===== src/logic/spimsp_defines.svh =====
// Purpose: Constants for the serial master/slave port
// Assumes: Core clock 100 MHz
// Notes: Included by the buffer and core design files
// Overview of operation
// - Master drives serial clock per control bits
// - Master and enable stay only while select high
// - Master data write loads, shifts out MSB first
// - Byte done sets flag, interrupt if enabled
// - Status access then data access clears done
// - Data writes ignored while done, until status access
// - Slave shifts data out MSB first on clock
// - Polarity and phase select capture edge
// - Low select in master sets fault, drops bits
// - Status read then control write clears fault
// - Fault blocks setting enable and master bits
// - Byte done while done flag set gives overrun
// - Overrun keeps first byte, drops later ones
// - Status read clears overrun
// - Data write during transfer sets collision
// - Receive buffer read synchronously, no collision
// - Phase selects first or second capture edge
// - Rate field divides clock by 4 to 128
`ifndef SPIMSP_DEFINES_SVH
`define SPIMSP_DEFINES_SVH
`define SPIMSP_CTL_IRQ_EN 7
`define SPIMSP_CTL_ENABLE 6
`define SPIMSP_CTL_RATE2 5
`define SPIMSP_CTL_MASTER 4
`define SPIMSP_CTL_CLOCK_POLARITY 3
`define SPIMSP_CTL_CLOCK_PHASE 2
`define SPIMSP_CSR_DONE 7
`define SPIMSP_CSR_WRITE_COLLISION_FLAG 6
`define SPIMSP_CSR_OVR 5
`define SPIMSP_CSR_MODE_FAULT_FLAG 4
`define SPIMSP_CSR_SSM 1
`define SPIMSP_CSR_SSI 0
`define SPIMSP_CTL_RESET 8'h00
`define SPIMSP_CSR_RESET 8'h00
`define SPIMSP_BITS 4'h8
`define SPIMSP_FIFO_DEPTH 2
`endif


===== src/logic/spimsp_pkg.sv =====
// Purpose: Types for the serial master/slave port
// Assumes: Nothing beyond the defines header
// Notes: No constants live here
package spimsp_pkg;
  typedef enum logic [2:0] {
    SPIMSP_IDLE = 3'b001,
    SPIMSP_SHIFT = 3'b010,
    SPIMSP_DONE = 3'b100
  } spimsp_state_t;
  typedef struct packed {
    logic clk;
    logic mosi;
    logic miso;
    logic sel_n;
  } spimsp_pins_t;
endpackage


===== src/logic/spimsp_buf.sv =====
// Purpose: Two-entry receive buffer, valid/ready both sides
// Assumes: Same clock on both sides
// Notes: Full and empty are exact
`timescale 1ns/100ps
`default_nettype none
`include "spimsp_defines.svh"
module spimsp_buf (
  // Clock and reset
  input wire logic clk_in,
  input wire logic rst_n_in,
  // Fill side
  input wire logic in_valid_in,
  output logic in_ready_out,
  input wire logic [7:0] in_data_in,
  // Drain side
  output logic out_valid_out,
  input wire logic out_ready_in,
  output logic [7:0] out_data_out
);
  logic [7:0] mem_reg [0:1];
  logic wr_ptr_reg;
  logic rd_ptr_reg;
  logic [1:0] count_reg;
  wire push = in_valid_in && in_ready_out;
  wire pop = out_valid_out && out_ready_in;
  assign in_ready_out = (count_reg != 2'h2);
  assign out_valid_out = (count_reg != 2'h0);
  assign out_data_out = mem_reg[rd_ptr_reg];
  always_ff @(posedge clk_in) begin
    if (!rst_n_in) begin
      wr_ptr_reg <= 1'b0;
      rd_ptr_reg <= 1'b0;
      count_reg <= 2'h0;
    end else begin
      if (push) begin
        mem_reg[wr_ptr_reg] <= in_data_in;
        wr_ptr_reg <= ~wr_ptr_reg;
      end
      if (pop) begin
        rd_ptr_reg <= ~rd_ptr_reg;
      end
      count_reg <= count_reg + {1'b0, push} - {1'b0, pop};
    end
  end
  buf_never_over_a: assert property (@(posedge clk_in) disable iff (!rst_n_in)
    count_reg <= 2'h2) else $error("buffer count out of range");
endmodule
`default_nettype wire


===== src/logic/spimsp_core.sv =====
// Purpose: Byte-wide serial port, master or slave, with flags
// Assumes: Serial pins are asynchronous and pass two flip-flops
// Notes: Register accesses arrive as one-cycle strobes
`timescale 1ns/100ps
`default_nettype none
`include "spimsp_defines.svh"
module spimsp_core (
  // Clock and reset
  input wire logic core_clk_in,
  input wire logic rst_n_in,
  // Register strobes
  input wire logic ctl_wr_in,
  input wire logic csr_wr_in,
  input wire logic csr_rd_in,
  input wire logic data_wr_in,
  input wire logic data_rd_in,
  input wire logic [7:0] wdata_in,
  input wire logic cpu_irq_mask_in,
  // Register views
  output logic [7:0] serial_control_reg_out,
  output logic [7:0] serial_ctrl_status_reg_out,
  output logic [7:0] serial_data_reg_out,
  output logic irq_out,
  // Serial pins
  input wire logic sck_in,
  output logic sck_out,
  output logic sck_oe_out,
  input wire logic mosi_in,
  output logic mosi_out,
  output logic mosi_oe_out,
  input wire logic miso_in,
  output logic miso_out,
  output logic miso_oe_out,
  input wire logic ss_n_in
);
  logic [7:0] ctl_reg;
  logic done_reg, write_collision_flag_reg, ovr_reg, mode_fault_flag_reg, ssm_reg, ssi_reg;
  logic done_armed_reg, mode_fault_flag_armed_reg, write_collision_flag_armed_reg;
  spimsp_pkg::spimsp_state_t state_reg;
  logic [7:0] shift_reg;
  logic [7:0] tx_reg;
  logic [3:0] bits_reg;
  logic [4:0] edges_reg;
  logic first_reg;
  logic [1:0] cap_dly_reg;
  logic [6:0] div_reg;
  logic sck_drv_reg;
  logic [7:0] rx_hold_reg;
  logic ovr_lock_reg;
  spimsp_pkg::spimsp_pins_t s1_reg, s2_reg;
  logic sck_prev_reg;
  // Synchronise pins; only stage two is read
  always_ff @(posedge core_clk_in) begin
    s1_reg <= '{clk: sck_in, mosi: mosi_in, miso: miso_in, sel_n: ss_n_in};
    s2_reg <= s1_reg;
    sck_prev_reg <= s2_reg.clk;
  end
  wire enable = ctl_reg[`SPIMSP_CTL_ENABLE];
  wire master = ctl_reg[`SPIMSP_CTL_MASTER];
  wire clock_polarity = ctl_reg[`SPIMSP_CTL_CLOCK_POLARITY];
  wire clock_phase = ctl_reg[`SPIMSP_CTL_CLOCK_PHASE];
  wire sel_n = ssm_reg ? ssi_reg : s2_reg.sel_n;
  wire mode_fault = enable && master && !sel_n;
  wire [2:0] rate_sel = {ctl_reg[`SPIMSP_CTL_RATE2], ctl_reg[1:0]};
  // Half period less one in core cycles, divide by 4 up to 128
  wire [6:0] half_per = (rate_sel == 3'b100) ? 7'd1 :
                        (rate_sel == 3'b000) ? 7'd3 :
                        (rate_sel == 3'b001) ? 7'd7 :
                        (rate_sel == 3'b110) ? 7'd15 :
                        (rate_sel == 3'b010) ? 7'd31 : 7'd63;
  wire busy = (state_reg == spimsp_pkg::SPIMSP_SHIFT);
  // Ticks stop after sixteen edges so a late last sample adds none
  wire tick = master && busy && (div_reg == half_per) && (edges_reg != 5'h10);
  // Slave edges from the sampled clock
  wire sl_edge = !master && enable && !sel_n && (s2_reg.clk != sck_prev_reg);
  // Only an edge leaving the idle level opens a slave frame
  wire sl_lead = sl_edge && (s2_reg.clk != clock_polarity);
  wire any_edge = tick || sl_edge;
  // First edge samples when phase is 0, second when phase is 1
  wire capture = any_edge && (edges_reg[0] == clock_phase);
  wire launch = any_edge && !capture;
  wire tx_shift = launch && !first_reg;
  // Master input lags its own clock by the two sync flops
  wire rx_sample = master ? cap_dly_reg[1] : capture;
  wire rx_bit = master ? s2_reg.miso : s2_reg.mosi;
  wire last_bit = rx_sample && (bits_reg == `SPIMSP_BITS - 4'h1);
  wire [7:0] rx_byte = {shift_reg[6:0], rx_bit};
  wire data_wr_ok = data_wr_in && !(done_reg && !done_armed_reg);
  wire collide = data_wr_ok && busy;
  wire load = data_wr_ok && !busy && enable;
  wire start = master ? load : (sl_lead && state_reg == spimsp_pkg::SPIMSP_IDLE);
  wire clr_done = done_reg && done_armed_reg && (data_wr_in || data_rd_in);
  wire clr_mode_fault_flag = mode_fault_flag_armed_reg && ctl_wr_in;
  // Fault bars enable and master except in the clearing write
  wire [7:0] ctl_wr_val = (mode_fault_flag_reg && !clr_mode_fault_flag) ?
    (wdata_in & 8'haf) : wdata_in;
  logic buf_in_ready, buf_out_valid;
  logic [7:0] buf_data;
  wire push = last_bit && !(done_reg && !clr_done);
  always_ff @(posedge core_clk_in) begin
    if (!rst_n_in) begin
      ctl_reg <= `SPIMSP_CTL_RESET;
    end else if (mode_fault) begin
      ctl_reg[`SPIMSP_CTL_ENABLE] <= 1'b0;
      ctl_reg[`SPIMSP_CTL_MASTER] <= 1'b0;
    end else if (ctl_wr_in) begin
      ctl_reg <= ctl_wr_val;
    end
  end
  always_ff @(posedge core_clk_in) begin
    if (!rst_n_in) begin
      {done_reg, write_collision_flag_reg, ovr_reg, mode_fault_flag_reg} <= 4'h0;
      {ssm_reg, ssi_reg} <= 2'h0;
      {done_armed_reg, mode_fault_flag_armed_reg, write_collision_flag_armed_reg} <= 3'h0;
    end else begin
      if (csr_wr_in) begin
        ssm_reg <= wdata_in[`SPIMSP_CSR_SSM];
        ssi_reg <= wdata_in[`SPIMSP_CSR_SSI];
      end
      // Set wins over clear everywhere
      if (last_bit) done_reg <= 1'b1;
      else if (clr_done) done_reg <= 1'b0;
      if ((csr_rd_in || csr_wr_in) && done_reg) done_armed_reg <= 1'b1;
      else if (clr_done) done_armed_reg <= 1'b0;
      if (last_bit && done_reg && !clr_done) ovr_reg <= 1'b1;
      else if (csr_rd_in) ovr_reg <= 1'b0;
      if (mode_fault) mode_fault_flag_reg <= 1'b1;
      else if (clr_mode_fault_flag) mode_fault_flag_reg <= 1'b0;
      if (csr_rd_in && mode_fault_flag_reg) mode_fault_flag_armed_reg <= 1'b1;
      else if (ctl_wr_in) mode_fault_flag_armed_reg <= 1'b0;
      if (collide) write_collision_flag_reg <= 1'b1;
      else if (write_collision_flag_armed_reg && (data_wr_in || data_rd_in)) write_collision_flag_reg <= 1'b0;
      if (csr_rd_in && write_collision_flag_reg) write_collision_flag_armed_reg <= 1'b1;
      else if (data_wr_in || data_rd_in) write_collision_flag_armed_reg <= 1'b0;
    end
  end
  always_ff @(posedge core_clk_in) begin
    if (!rst_n_in) begin
      state_reg <= spimsp_pkg::SPIMSP_IDLE;
      shift_reg <= 8'h00;
      tx_reg <= 8'h00;
      bits_reg <= 4'h0;
      edges_reg <= 5'h00;
      first_reg <= 1'b1;
      cap_dly_reg <= 2'h0;
      div_reg <= 7'h00;
      sck_drv_reg <= 1'b0;
    end else begin
      // Outgoing bit moves only on launch edges, never on capture
      if (load) tx_reg <= wdata_in;
      else if (tx_shift) tx_reg <= {tx_reg[6:0], 1'b0};
      cap_dly_reg <= {cap_dly_reg[0], capture && master};
      if (rx_sample) shift_reg <= rx_byte;
      case (state_reg)
        spimsp_pkg::SPIMSP_IDLE: begin
          sck_drv_reg <= clock_polarity;
          edges_reg <= 5'h00;
          first_reg <= 1'b1;
          bits_reg <= 4'h0;
          div_reg <= 7'h00;
          if (start && enable) begin
            state_reg <= spimsp_pkg::SPIMSP_SHIFT;
            // Slave frame opens on an edge that already counts
            if (!master) begin
              edges_reg <= 5'h01;
              first_reg <= 1'b0;
              if (capture) bits_reg <= 4'h1;
            end
          end
        end
        spimsp_pkg::SPIMSP_SHIFT: begin
          div_reg <= tick ? 7'h00 : div_reg + 7'h01;
          if (tick) sck_drv_reg <= ~sck_drv_reg;
          if (any_edge) begin
            edges_reg <= edges_reg + 5'h01;
            first_reg <= 1'b0;
          end
          if (rx_sample) bits_reg <= bits_reg + 4'h1;
          if (last_bit) state_reg <= spimsp_pkg::SPIMSP_DONE;
          if (!enable) state_reg <= spimsp_pkg::SPIMSP_IDLE;
        end
        spimsp_pkg::SPIMSP_DONE: begin
          // Trailing half clock so master ends at idle level
          div_reg <= div_reg + 7'h01;
          if (!master || div_reg >= half_per) begin
            sck_drv_reg <= clock_polarity;
            state_reg <= spimsp_pkg::SPIMSP_IDLE;
          end
        end
        default: state_reg <= spimsp_pkg::SPIMSP_IDLE;
      endcase
    end
  end
  // Buffer keeps the first byte after done was cleared
  spimsp_buf u_rx_buf (
    .clk_in(core_clk_in),
    .rst_n_in(rst_n_in),
    .in_valid_in(push),
    .in_ready_out(buf_in_ready),
    .in_data_in(rx_byte),
    .out_valid_out(buf_out_valid),
    .out_ready_in(data_rd_in || !ovr_lock_reg),
    .out_data_out(buf_data)
  );
  // Read side only sees the held register, never the shifter
  always_ff @(posedge core_clk_in) begin
    if (!rst_n_in) begin
      rx_hold_reg <= 8'h00;
      ovr_lock_reg <= 1'b0;
    end else begin
      if (buf_out_valid && (data_rd_in || !ovr_lock_reg)) begin
        rx_hold_reg <= buf_data;
        ovr_lock_reg <= 1'b1;
      end else if (data_rd_in) begin
        ovr_lock_reg <= 1'b0;
      end
    end
  end
  assign serial_control_reg_out = ctl_reg;
  assign serial_ctrl_status_reg_out = {done_reg, write_collision_flag_reg, ovr_reg, mode_fault_flag_reg,
                                      2'h0, ssm_reg, ssi_reg};
  assign serial_data_reg_out = rx_hold_reg;
  assign irq_out = ctl_reg[`SPIMSP_CTL_IRQ_EN] && !cpu_irq_mask_in &&
                   (done_reg || ovr_reg || mode_fault_flag_reg);
  // Pins; MSB of the shifter is always the outgoing bit
  assign sck_out = sck_drv_reg;
  assign sck_oe_out = enable && master;
  assign mosi_out = tx_reg[7];
  assign mosi_oe_out = enable && master;
  assign miso_out = tx_reg[7];
  assign miso_oe_out = enable && !master && !sel_n;
  wire unused_ok = buf_in_ready;
  // Checks
  fault_drops_a: assert property (@(posedge core_clk_in) disable iff (!rst_n_in)
    mode_fault |=> !ctl_reg[`SPIMSP_CTL_ENABLE] && mode_fault_flag_reg)
    else $error("fault did not drop enable");
  done_set_a: assert property (@(posedge core_clk_in) disable iff (!rst_n_in)
    last_bit |=> done_reg)
    else $error("done not set");
  ovr_set_a: assert property (@(posedge core_clk_in) disable iff (!rst_n_in)
    (last_bit && done_reg && !clr_done) |=> ovr_reg)
    else $error("overrun missed");
  ovr_clear_a: assert property (@(posedge core_clk_in) disable iff (!rst_n_in)
    (csr_rd_in && !last_bit) |=> !ovr_reg)
    else $error("overrun not cleared");
  write_collision_flag_set_a: assert property (@(posedge core_clk_in) disable iff (!rst_n_in)
    collide |=> write_collision_flag_reg)
    else $error("collision missed");
  tx_kept_a: assert property (@(posedge core_clk_in) disable iff (!rst_n_in)
    (collide && !tx_shift) |=> tx_reg == $past(tx_reg))
    else $error("collision changed shifter");
  write_collision_flag_quiet_a: assert property (@(posedge core_clk_in) disable iff (!rst_n_in)
    (write_collision_flag_reg && !done_reg && !ovr_reg && !mode_fault_flag_reg) |-> !irq_out)
    else $error("collision raised interrupt");
  irq_done_a: assert property (@(posedge core_clk_in) disable iff (!rst_n_in)
    (done_reg && ctl_reg[`SPIMSP_CTL_IRQ_EN] && !cpu_irq_mask_in) |-> irq_out)
    else $error("done without interrupt");
  irq_masked_a: assert property (@(posedge core_clk_in) disable iff (!rst_n_in)
    cpu_irq_mask_in |-> !irq_out)
    else $error("masked interrupt seen");
  pins_off_a: assert property (@(posedge core_clk_in) disable iff (!rst_n_in)
    !enable |-> !sck_oe_out && !mosi_oe_out && !miso_oe_out)
    else $error("pins driven while disabled");
  load_msb_a: assert property (@(posedge core_clk_in) disable iff (!rst_n_in)
    load |=> mosi_out == $past(wdata_in[7]))
    else $error("first bit not on data line");
  edge_bound_a: assert property (@(posedge core_clk_in) disable iff (!rst_n_in)
    edges_reg <= 5'h10)
    else $error("too many clock edges");
  ovr_drops_a: assert property (@(posedge core_clk_in) disable iff (!rst_n_in)
    (last_bit && done_reg && !clr_done) |-> !push)
    else $error("overrun byte kept");
  mode_fault_flag_clear_a: assert property (@(posedge core_clk_in) disable iff (!rst_n_in)
    (clr_mode_fault_flag && !mode_fault) |=> !mode_fault_flag_reg)
    else $error("fault not cleared");
  mode_fault_flag_holds_a: assert property (@(posedge core_clk_in) disable iff (!rst_n_in)
    mode_fault_flag_reg |-> !ctl_reg[`SPIMSP_CTL_ENABLE] && !ctl_reg[`SPIMSP_CTL_MASTER])
    else $error("enable kept under fault");
  trail_no_start_a: assert property (@(posedge core_clk_in) disable iff (!rst_n_in)
    (state_reg == spimsp_pkg::SPIMSP_IDLE && !master && s2_reg.clk == clock_polarity)
    |=> state_reg != spimsp_pkg::SPIMSP_SHIFT)
    else $error("slave started on trailing edge");
  sck_steady_a: assert property (@(posedge core_clk_in) disable iff (!rst_n_in)
    (master && busy && !tick) |=> sck_out == $past(sck_out))
    else $error("clock moved without tick");
  ovr_with_done_a: assert property (@(posedge core_clk_in) disable iff (!rst_n_in)
    $rose(ovr_reg) |-> done_reg)
    else $error("overrun without done");
  done_stays_a: assert property (@(posedge core_clk_in) disable iff (!rst_n_in)
    (done_reg && !clr_done) |=> done_reg)
    else $error("done lost early");
  mode_fault_flag_blocks_a: assert property (@(posedge core_clk_in) disable iff (!rst_n_in)
    (mode_fault_flag_reg && ctl_wr_in && !clr_mode_fault_flag) |=> !ctl_reg[`SPIMSP_CTL_MASTER])
    else $error("master set under fault");
  done_clear_a: assert property (@(posedge core_clk_in) disable iff (!rst_n_in)
    (clr_done && !last_bit) |=> !done_reg)
    else $error("done not cleared");
  wr_ignored_a: assert property (@(posedge core_clk_in) disable iff (!rst_n_in)
    (data_wr_in && done_reg && !done_armed_reg) |-> !load)
    else $error("write not ignored");
  sck_idle_a: assert property (@(posedge core_clk_in) disable iff (!rst_n_in)
    (state_reg == spimsp_pkg::SPIMSP_IDLE) |=> sck_out == $past(clock_polarity))
    else $error("clock not idle");
  master_xfer_c: cover property (@(posedge core_clk_in) master && last_bit);
  slave_xfer_c: cover property (@(posedge core_clk_in) !master && last_bit);
  overrun_c: cover property (@(posedge core_clk_in) disable iff (!rst_n_in)
    ovr_reg && done_reg);
  fault_c: cover property (@(posedge core_clk_in) mode_fault);
endmodule
`default_nettype wire


===== config.mk =====
export PLATFORM = sky130hd
export DESIGN_NAME = spimsp_core
export DESIGN_NICKNAME = d
export VERILOG_FILES = /design/src/logic/spimsp_pkg.sv /design/src/logic/spimsp_buf.sv /design/src/logic/spimsp_core.sv
export VERILOG_INCLUDE_DIRS = /design/src /design/src/logic
export SDC_FILE = /design/constraint.sdc
export NUM_CORES = 1
export LEC_CHECK = 0
export BUFFER_PORTS_ARGS = -buffer_cell sky130_fd_sc_hd__buf_2
export CORE_ASPECT_RATIO = 0.5
export CORE_MARGIN = 2
export CORE_UTILIZATION = 52
export DETAILED_ROUTE_END_ITERATION = 8
export GPL_ROUTABILITY_DRIVEN = 0
export GPL_TIMING_DRIVEN = 0
export PLACE_DENSITY = 0.75
export SYNTH_ARGS = -nofsm -noshare
export SYNTH_HDL_FRONTEND = slang
export SYNTH_SLANG_ARGS = --single-unit

===== constraint.sdc =====
create_clock -name core_clk_in -period 2.85 [get_ports core_clk_in]
set_clock_uncertainty 0.2 [all_clocks]
set_input_delay 0.285 -clock core_clk_in [delete_from_list [all_inputs] [get_ports core_clk_in]]
set_output_delay 0.285 -clock core_clk_in [all_outputs]
set_load 0.01 [all_outputs]

Word-level counts from Yosys, hierarchy flattened --
Memories as Yosys holds them, arrays and structs flattened. A register that Yosys moved wholly into a read port is not among the register bits. Cells that the tools add are included.
Word-level totals: memories 1, word-level logic and storage cells 194, bits in registers 69, input port bits 20, memory bits (writable) 16
Cells by class: order comparisons 1, reduce and logical (&&, ||, !) cells 76, eq/ne operators 20, bitwise logic cells 5, $add $sub $neg 5, mux-type cells 53
Memories:
- u_rx_buf.mem_reg | depth 2, bits a word 8, read ports 1, clocked after Yosys merged registers in 1, wr ports 1, RTL line spimsp_buf.sv:20 | logic [7:0] mem_reg [0:1];
Operator list (count):
- $logic_and A1 B1 Y1 | 37
- $mux W1 | 32
- $mux W6 | 5
- $reduce_bool A2 Y1 | 11
- $pmux W7 S3 | 1
- $mux W8 | 2
- $mux W7 | 2
- $logic_not A1 Y1 | 13
- $mux W3 | 4
- $pmux W5 S2 | 1
- $eq A3 B3 Y1 const B | 3
- $pmux W3 S3 | 1
- $ne A2 B1 Y1 const B | 4
- $pmux W4 S2 | 1
- $add A7 B1 Y7 const B | 1
- $eq A7 B6 Y1 | 1
- $ge A7 B6 Y1 | 1
- $logic_or A1 B1 Y1 | 7
- $eq A3 B1 Y1 const B | 2
- $eq A3 B2 Y1 const B | 2
- $reduce_and A2 Y1 | 3
- $reduce_and A3 Y1 | 2
- $add A5 B1 Y5 const B | 1
- $mux W5 | 1
- 16 further kinds | 22

Longest topological paths before layout --
depth in word-level cells 18, mapped depth 9, gate-level depth less buffers 8

Cells and area by module --
Synthesis repeated with hierarchy kept, for this count alone.
Unflattened totals: cells, all modules 454, area total of the unflattened synthesis 4295.4 um2
Modules (own cells, without submodules):
- spimsp_core | cells an instance 404, area an instance 3478.3 um2, instances 1
- spimsp_buf | cells an instance 50, area an instance 817.0 um2, instances 1

Worst setup path after synthesis --
OpenSTA, ideal clock, no wires.
kind flip-flop to flip-flop, start point reg ctl_reg[1] (netlist: serial_control_reg_out[1]), end point mem u_rx_buf.mem_reg[0][0], enable pin, path buffers 0, period minus slack after synthesis 3.051 ns, cell stages (with the launch flop) 7, setup slack -0.201 ns, arrival 2.465 ns, path through dfxtp_1 -> o21ai_0 -> ha_1 -> nand4_1 -> nor4_4 -> o2111ai_1 -> a211oi_1
On the way: longest elaborated chain between the ends 18, elaborated cells on any way between the ends 22, those cells by class 5 x eq/ne; 9 x mux; 8 x reduce/logical
RTL lines:
- from (decl) | RTL line spimsp_core.sv:36 | logic [7:0] ctl_reg;
- from (signal assigned) | RTL line spimsp_core.sv:102 | ctl_reg <= `SPIMSP_CTL_RESET;
- from (signal assigned) | RTL line spimsp_core.sv:107 | ctl_reg <= ctl_wr_val;
- $eq A3 B2 Y1 | RTL line spimsp_core.sv:70 | (rate_sel == 3'b010) ? 7'd31 : 7'd63;
- $mux W6 | RTL line spimsp_core.sv:70
- $mux W6 | RTL line spimsp_core.sv:69 | (rate_sel == 3'b110) ? 7'd15 :
- $mux W6 | RTL line spimsp_core.sv:68 | (rate_sel == 3'b001) ? 7'd7 :
- $mux W6 | RTL line spimsp_core.sv:67 | (rate_sel == 3'b000) ? 7'd3 :
- $mux W6 (*) | RTL line spimsp_core.sv:66 | wire [6:0] half_per = (rate_sel == 3'b100) ? 7'd1 :
- $eq A7 B6 Y1 (*) | RTL line spimsp_core.sv:73 | wire tick = master && busy && (div_reg == half_per) && (edges_reg != 5'h10);
- $logic_and A1 B1 Y1 (*) (2 in series) | RTL line spimsp_core.sv:73
- $logic_or A1 B1 Y1 (*) | RTL line spimsp_core.sv:78 | wire any_edge = tick || sl_edge;
- $logic_and A1 B1 Y1 (*) | RTL line spimsp_core.sv:80 | wire capture = any_edge && (edges_reg[0] == clock_phase);
- $mux W1 (*) | RTL line spimsp_core.sv:84 | wire rx_sample = master ? cap_dly_reg[1] : capture;
- $logic_and A1 B1 Y1 (*) | RTL line spimsp_core.sv:86 | wire last_bit = rx_sample && (bits_reg == `SPIMSP_BITS - 4'h1);
- $logic_and A1 B1 Y1 (*) | RTL line spimsp_core.sv:99 | wire push = last_bit && !(done_reg && !clr_done);
- $logic_and A1 B1 Y1 (*) | RTL line spimsp_buf.sv:24 | wire push = in_valid_in && in_ready_out;
- $mux W1 (*) | RTL line spimsp_buf.sv:35 | if (push) begin
- $mux W1 (*) | RTL line spimsp_buf.sv:30 | if (!rst_n_in) begin
- $mux W1 (not written as such) (*) | RTL line spimsp_buf.sv:36 | mem_reg[wr_ptr_reg] <= in_data_in;
- to (decl) | RTL line spimsp_buf.sv:20
Every way passes the cells marked *; elsewhere a longest branch is shown, timed or not.

Worst setup path in the final report --
start point reg ctl_reg[5] (netlist: serial_control_reg_out[5]), end point mem u_rx_buf.mem_reg[1][6], enable pin
Same word-level chain as after synthesis.

==> metrics.txt <==
CTS Buffer Depth 2; die width 131 um; Syn-to-layout area delta 18.3%; Total GRT Usage 0.229; logic gate share of total power 0.116; layout cells sized above 1 0.187; worst-skew pair later-pin latency 0.34 ns; VDD IR-drop max 0.365 mV; hold depth 3; Hold Crit Start wdata_in[7]; Die H 67.3 um; Crit Path Category reg2reg; min cycle time layout 2.72 ns; fin util 0.625; Pwr per Cell Area 573 nW/um^2; Worst-path clk slew 0.06 ns; Max transition margin 0.310; status completed; H-tree Lvls 3; synth unique cells 62; final setup margin 0.130 ns; Final Cycle Share 0.954; Final Hold Fails 0; dpl ws -0.448 ns; worst-path maximum fanout 8; Top FF cell, synth dfxtp_1; Buf+Inv Stages, Crit Path 0; # clock sinks 93; final setup vio count 0; P_int 2090 uW; drt total wl 9390 um; CTS Buf Count 9; post-route DRC violation count 0; FP Rows 23; worst endpoint required time 2.68 ns; # diodes 0; initial DRC count 208; CP arrival 2.55 ns; Worst Hold Class in2reg; syn_area_per_cell 9.62 um^2; CP max stage cell dfxtp_1; max_cap viols 0; post-DP HPWL 6630 um; register area share after synthesis 0.485; CP delay by family, top simple AND/OR/NAND/NOR gates; DR vias/cell 5.49; Routed wire per std cell 15.2 um; fmax 368 MHz; Flop pwr share 0.497; grt total ovfl 0; Top Ports 51; Async SR Flop Fraction 0; first-pass GRT wire length 15000 um; # nets final 529; clock share of power 0.387; initial antenna violation count 0; Hold Path End serial_control_reg_out[7]; die area 8790 um^2; Psw 733 uW; PortBufs 47; switching portion of total power 0.259; crit start category flip-flop; max FFs per register 16; Tot Pwr 2830 uW; Reg2Reg Setup Slack 0.13 ns; reg2reg start serial_control_reg_out[5]; synthesized area 4170 um^2; Least-Margin Pin Slew 1.03 ns; Leak Pwr 0.00195 uW; commonest non-fill, non-tap cell in the layout dfxtp_1; Fillers 708; Syn. warnings 0; Root Buffer clkbuf_16; Post-Syn Instances 433; starting density of the core 0.528; Post-synth EDFFs 16; vias in the first global route 3070; crit-path cells o21ai_0 -> ha_1 -> nand4_1 -> nor4_4 -> o2111ai_4 -> nand2_1 -> and3_2; TritonRoute pass-1 iters 5; worst reg-to-reg path cell count 7; TritonCTS clock tree done; reg-to-reg endpoint u_rx_buf.mem_reg[1][6]; crit end category flip-flop; via count 3379; largest net degree at the start of global routing 16; post-route ant nets 0; register bit total from synthesis 93; commonest cells after routing, fill and taps aside dfxtp_1 (77), buf_2 (48), nor2_1 (36), nand2_1 (35), a21oi_1 (31); Max Slew Vio Count 0; CP max stage delay 0.43 ns; RSZ-0062 raised after global routing false; Total Neg Setup Slack 0 ns; Core Area 7890 um^2
[Yosys cell counts (5+ instances only)]
| library cell | n | area (um^2) |
|---|---|---|
| xor2_1 | 8 | 70.1 |
| nand2_1 | 35 | 131 |
| xnor2_1 | 5 | 43.8 |
| and2_1 | 11 | 68.8 |
| a21oi_1 | 31 | 155 |
| nor2_1 | 36 | 135 |
| mux2i_1 | 26 | 260 |
| nor3_1 | 7 | 35.0 |
| inv_1 | 10 | 37.5 |
| edfxtp_1 | 16 | 480 |
| nand2b_1 | 5 | 31.3 |
| nand3_1 | 17 | 85.1 |
| buf_4 | 10 | 75.1 |
| a211oi_1 | 12 | 90.1 |
| dfxtp_1 | 77 | 1540 |
| ha_1 | 10 | 125 |
| clkbuf_1 | 13 | 48.8 |
| o21ai_0 | 28 | 140 |
[per-stage QoR]
stage                     instance area (um^2)  hold slack (ns)  cells
after global placement                    4550            0.110    593
after CTS                                 4910          0.00263    615
final                                     4930           0.0147    616
after floorplan                           4180            0.110    434
after detailed placement                  4550            0.115    593
after global routing                      4930           0.0225    616
[worst min-delay path, delay by kind of cell]
family	cells	cell delay, ns
AOI/OAI and AO/OA	1	0.05
buffers and inverters	1	0.11
and+or+nand+nor	1	0.06
[repair_timing]
action	CTS	global route
endpoints found under the hold margin	4	0
cloned	0	0
setup endpoints to repair	16	23
gates resized for setup	4	1
pin swaps	2	2
hold buffers	4	0
buffers inserted	2	2
[worst max path at each step]
stage	cells past startpoint	from	slack, ns	to
2_1_floorplan	6	serial_control_reg_out[1]	0.05	u_rx_buf.mem_reg[0][0]
3_5_place_dp	6	serial_control_reg_out[5]	-0.45	u_rx_buf.mem_reg[0][3]
6_report	7	serial_control_reg_out[5]	0.13	u_rx_buf.mem_reg[1][6]
5_1_grt	7	serial_control_reg_out[1]	0.008	bits_reg[3]
3_3_place_gp	6	serial_control_reg_out[5]	-0.34	u_rx_buf.mem_reg[0][5]
4_1_cts	7	serial_control_reg_out[5]	0.05	u_rx_buf.mem_reg[1][0]
[power groups by stage]
stage / Combinational [uW] / Sequential, uW / Clock (uW)
final: 329 / 1400 / 1090
after global routing: 368 / 1410 / 1180
after CTS: 326 / 1400 / 1120
after detailed placement: 318 / 1430 / 0
after global placement: 312 / 1430 / 0
after floorplan: 223 / 1430 / 0
[kinds of logic after synthesis]
family,share of synthesized area
mux,0.0652
simple gates,0.176
fa+ha+maj,0.0300
buf+inv,0.0480
other cells,0.000900
flops,0.485
xor+xnor,0.0273
compound gates,0.167
[cell type report]
cell class                 instances  area, um^2  area share
inverter                          10        37.5     0.00761
multi-input combinational        302        1990       0.403
buffer                            28         159      0.0322
tap                              112         140      0.0284
sequential                        93        2020       0.410
clock inverter                     5        35.0     0.00711
clock buffer                      11         233      0.0472
timing repair buffer              55         318      0.0645
[metal layers]
| metal | vias up | part of all wire | track usage |
|---|---|---|---|
| met3 | 8 | 0.046 | 0.0555 |
| met5 | - | 0 | 0 |
| met1 | 1626 | 0.48 | 0.302 |
| met2 | 61 | 0.46 | 0.372 |
| li1 | 1684 | - | - |
| met4 | 0 | 0.0099 | 0.0824 |
Note: power is estimated with default switching activity, not from simulation.
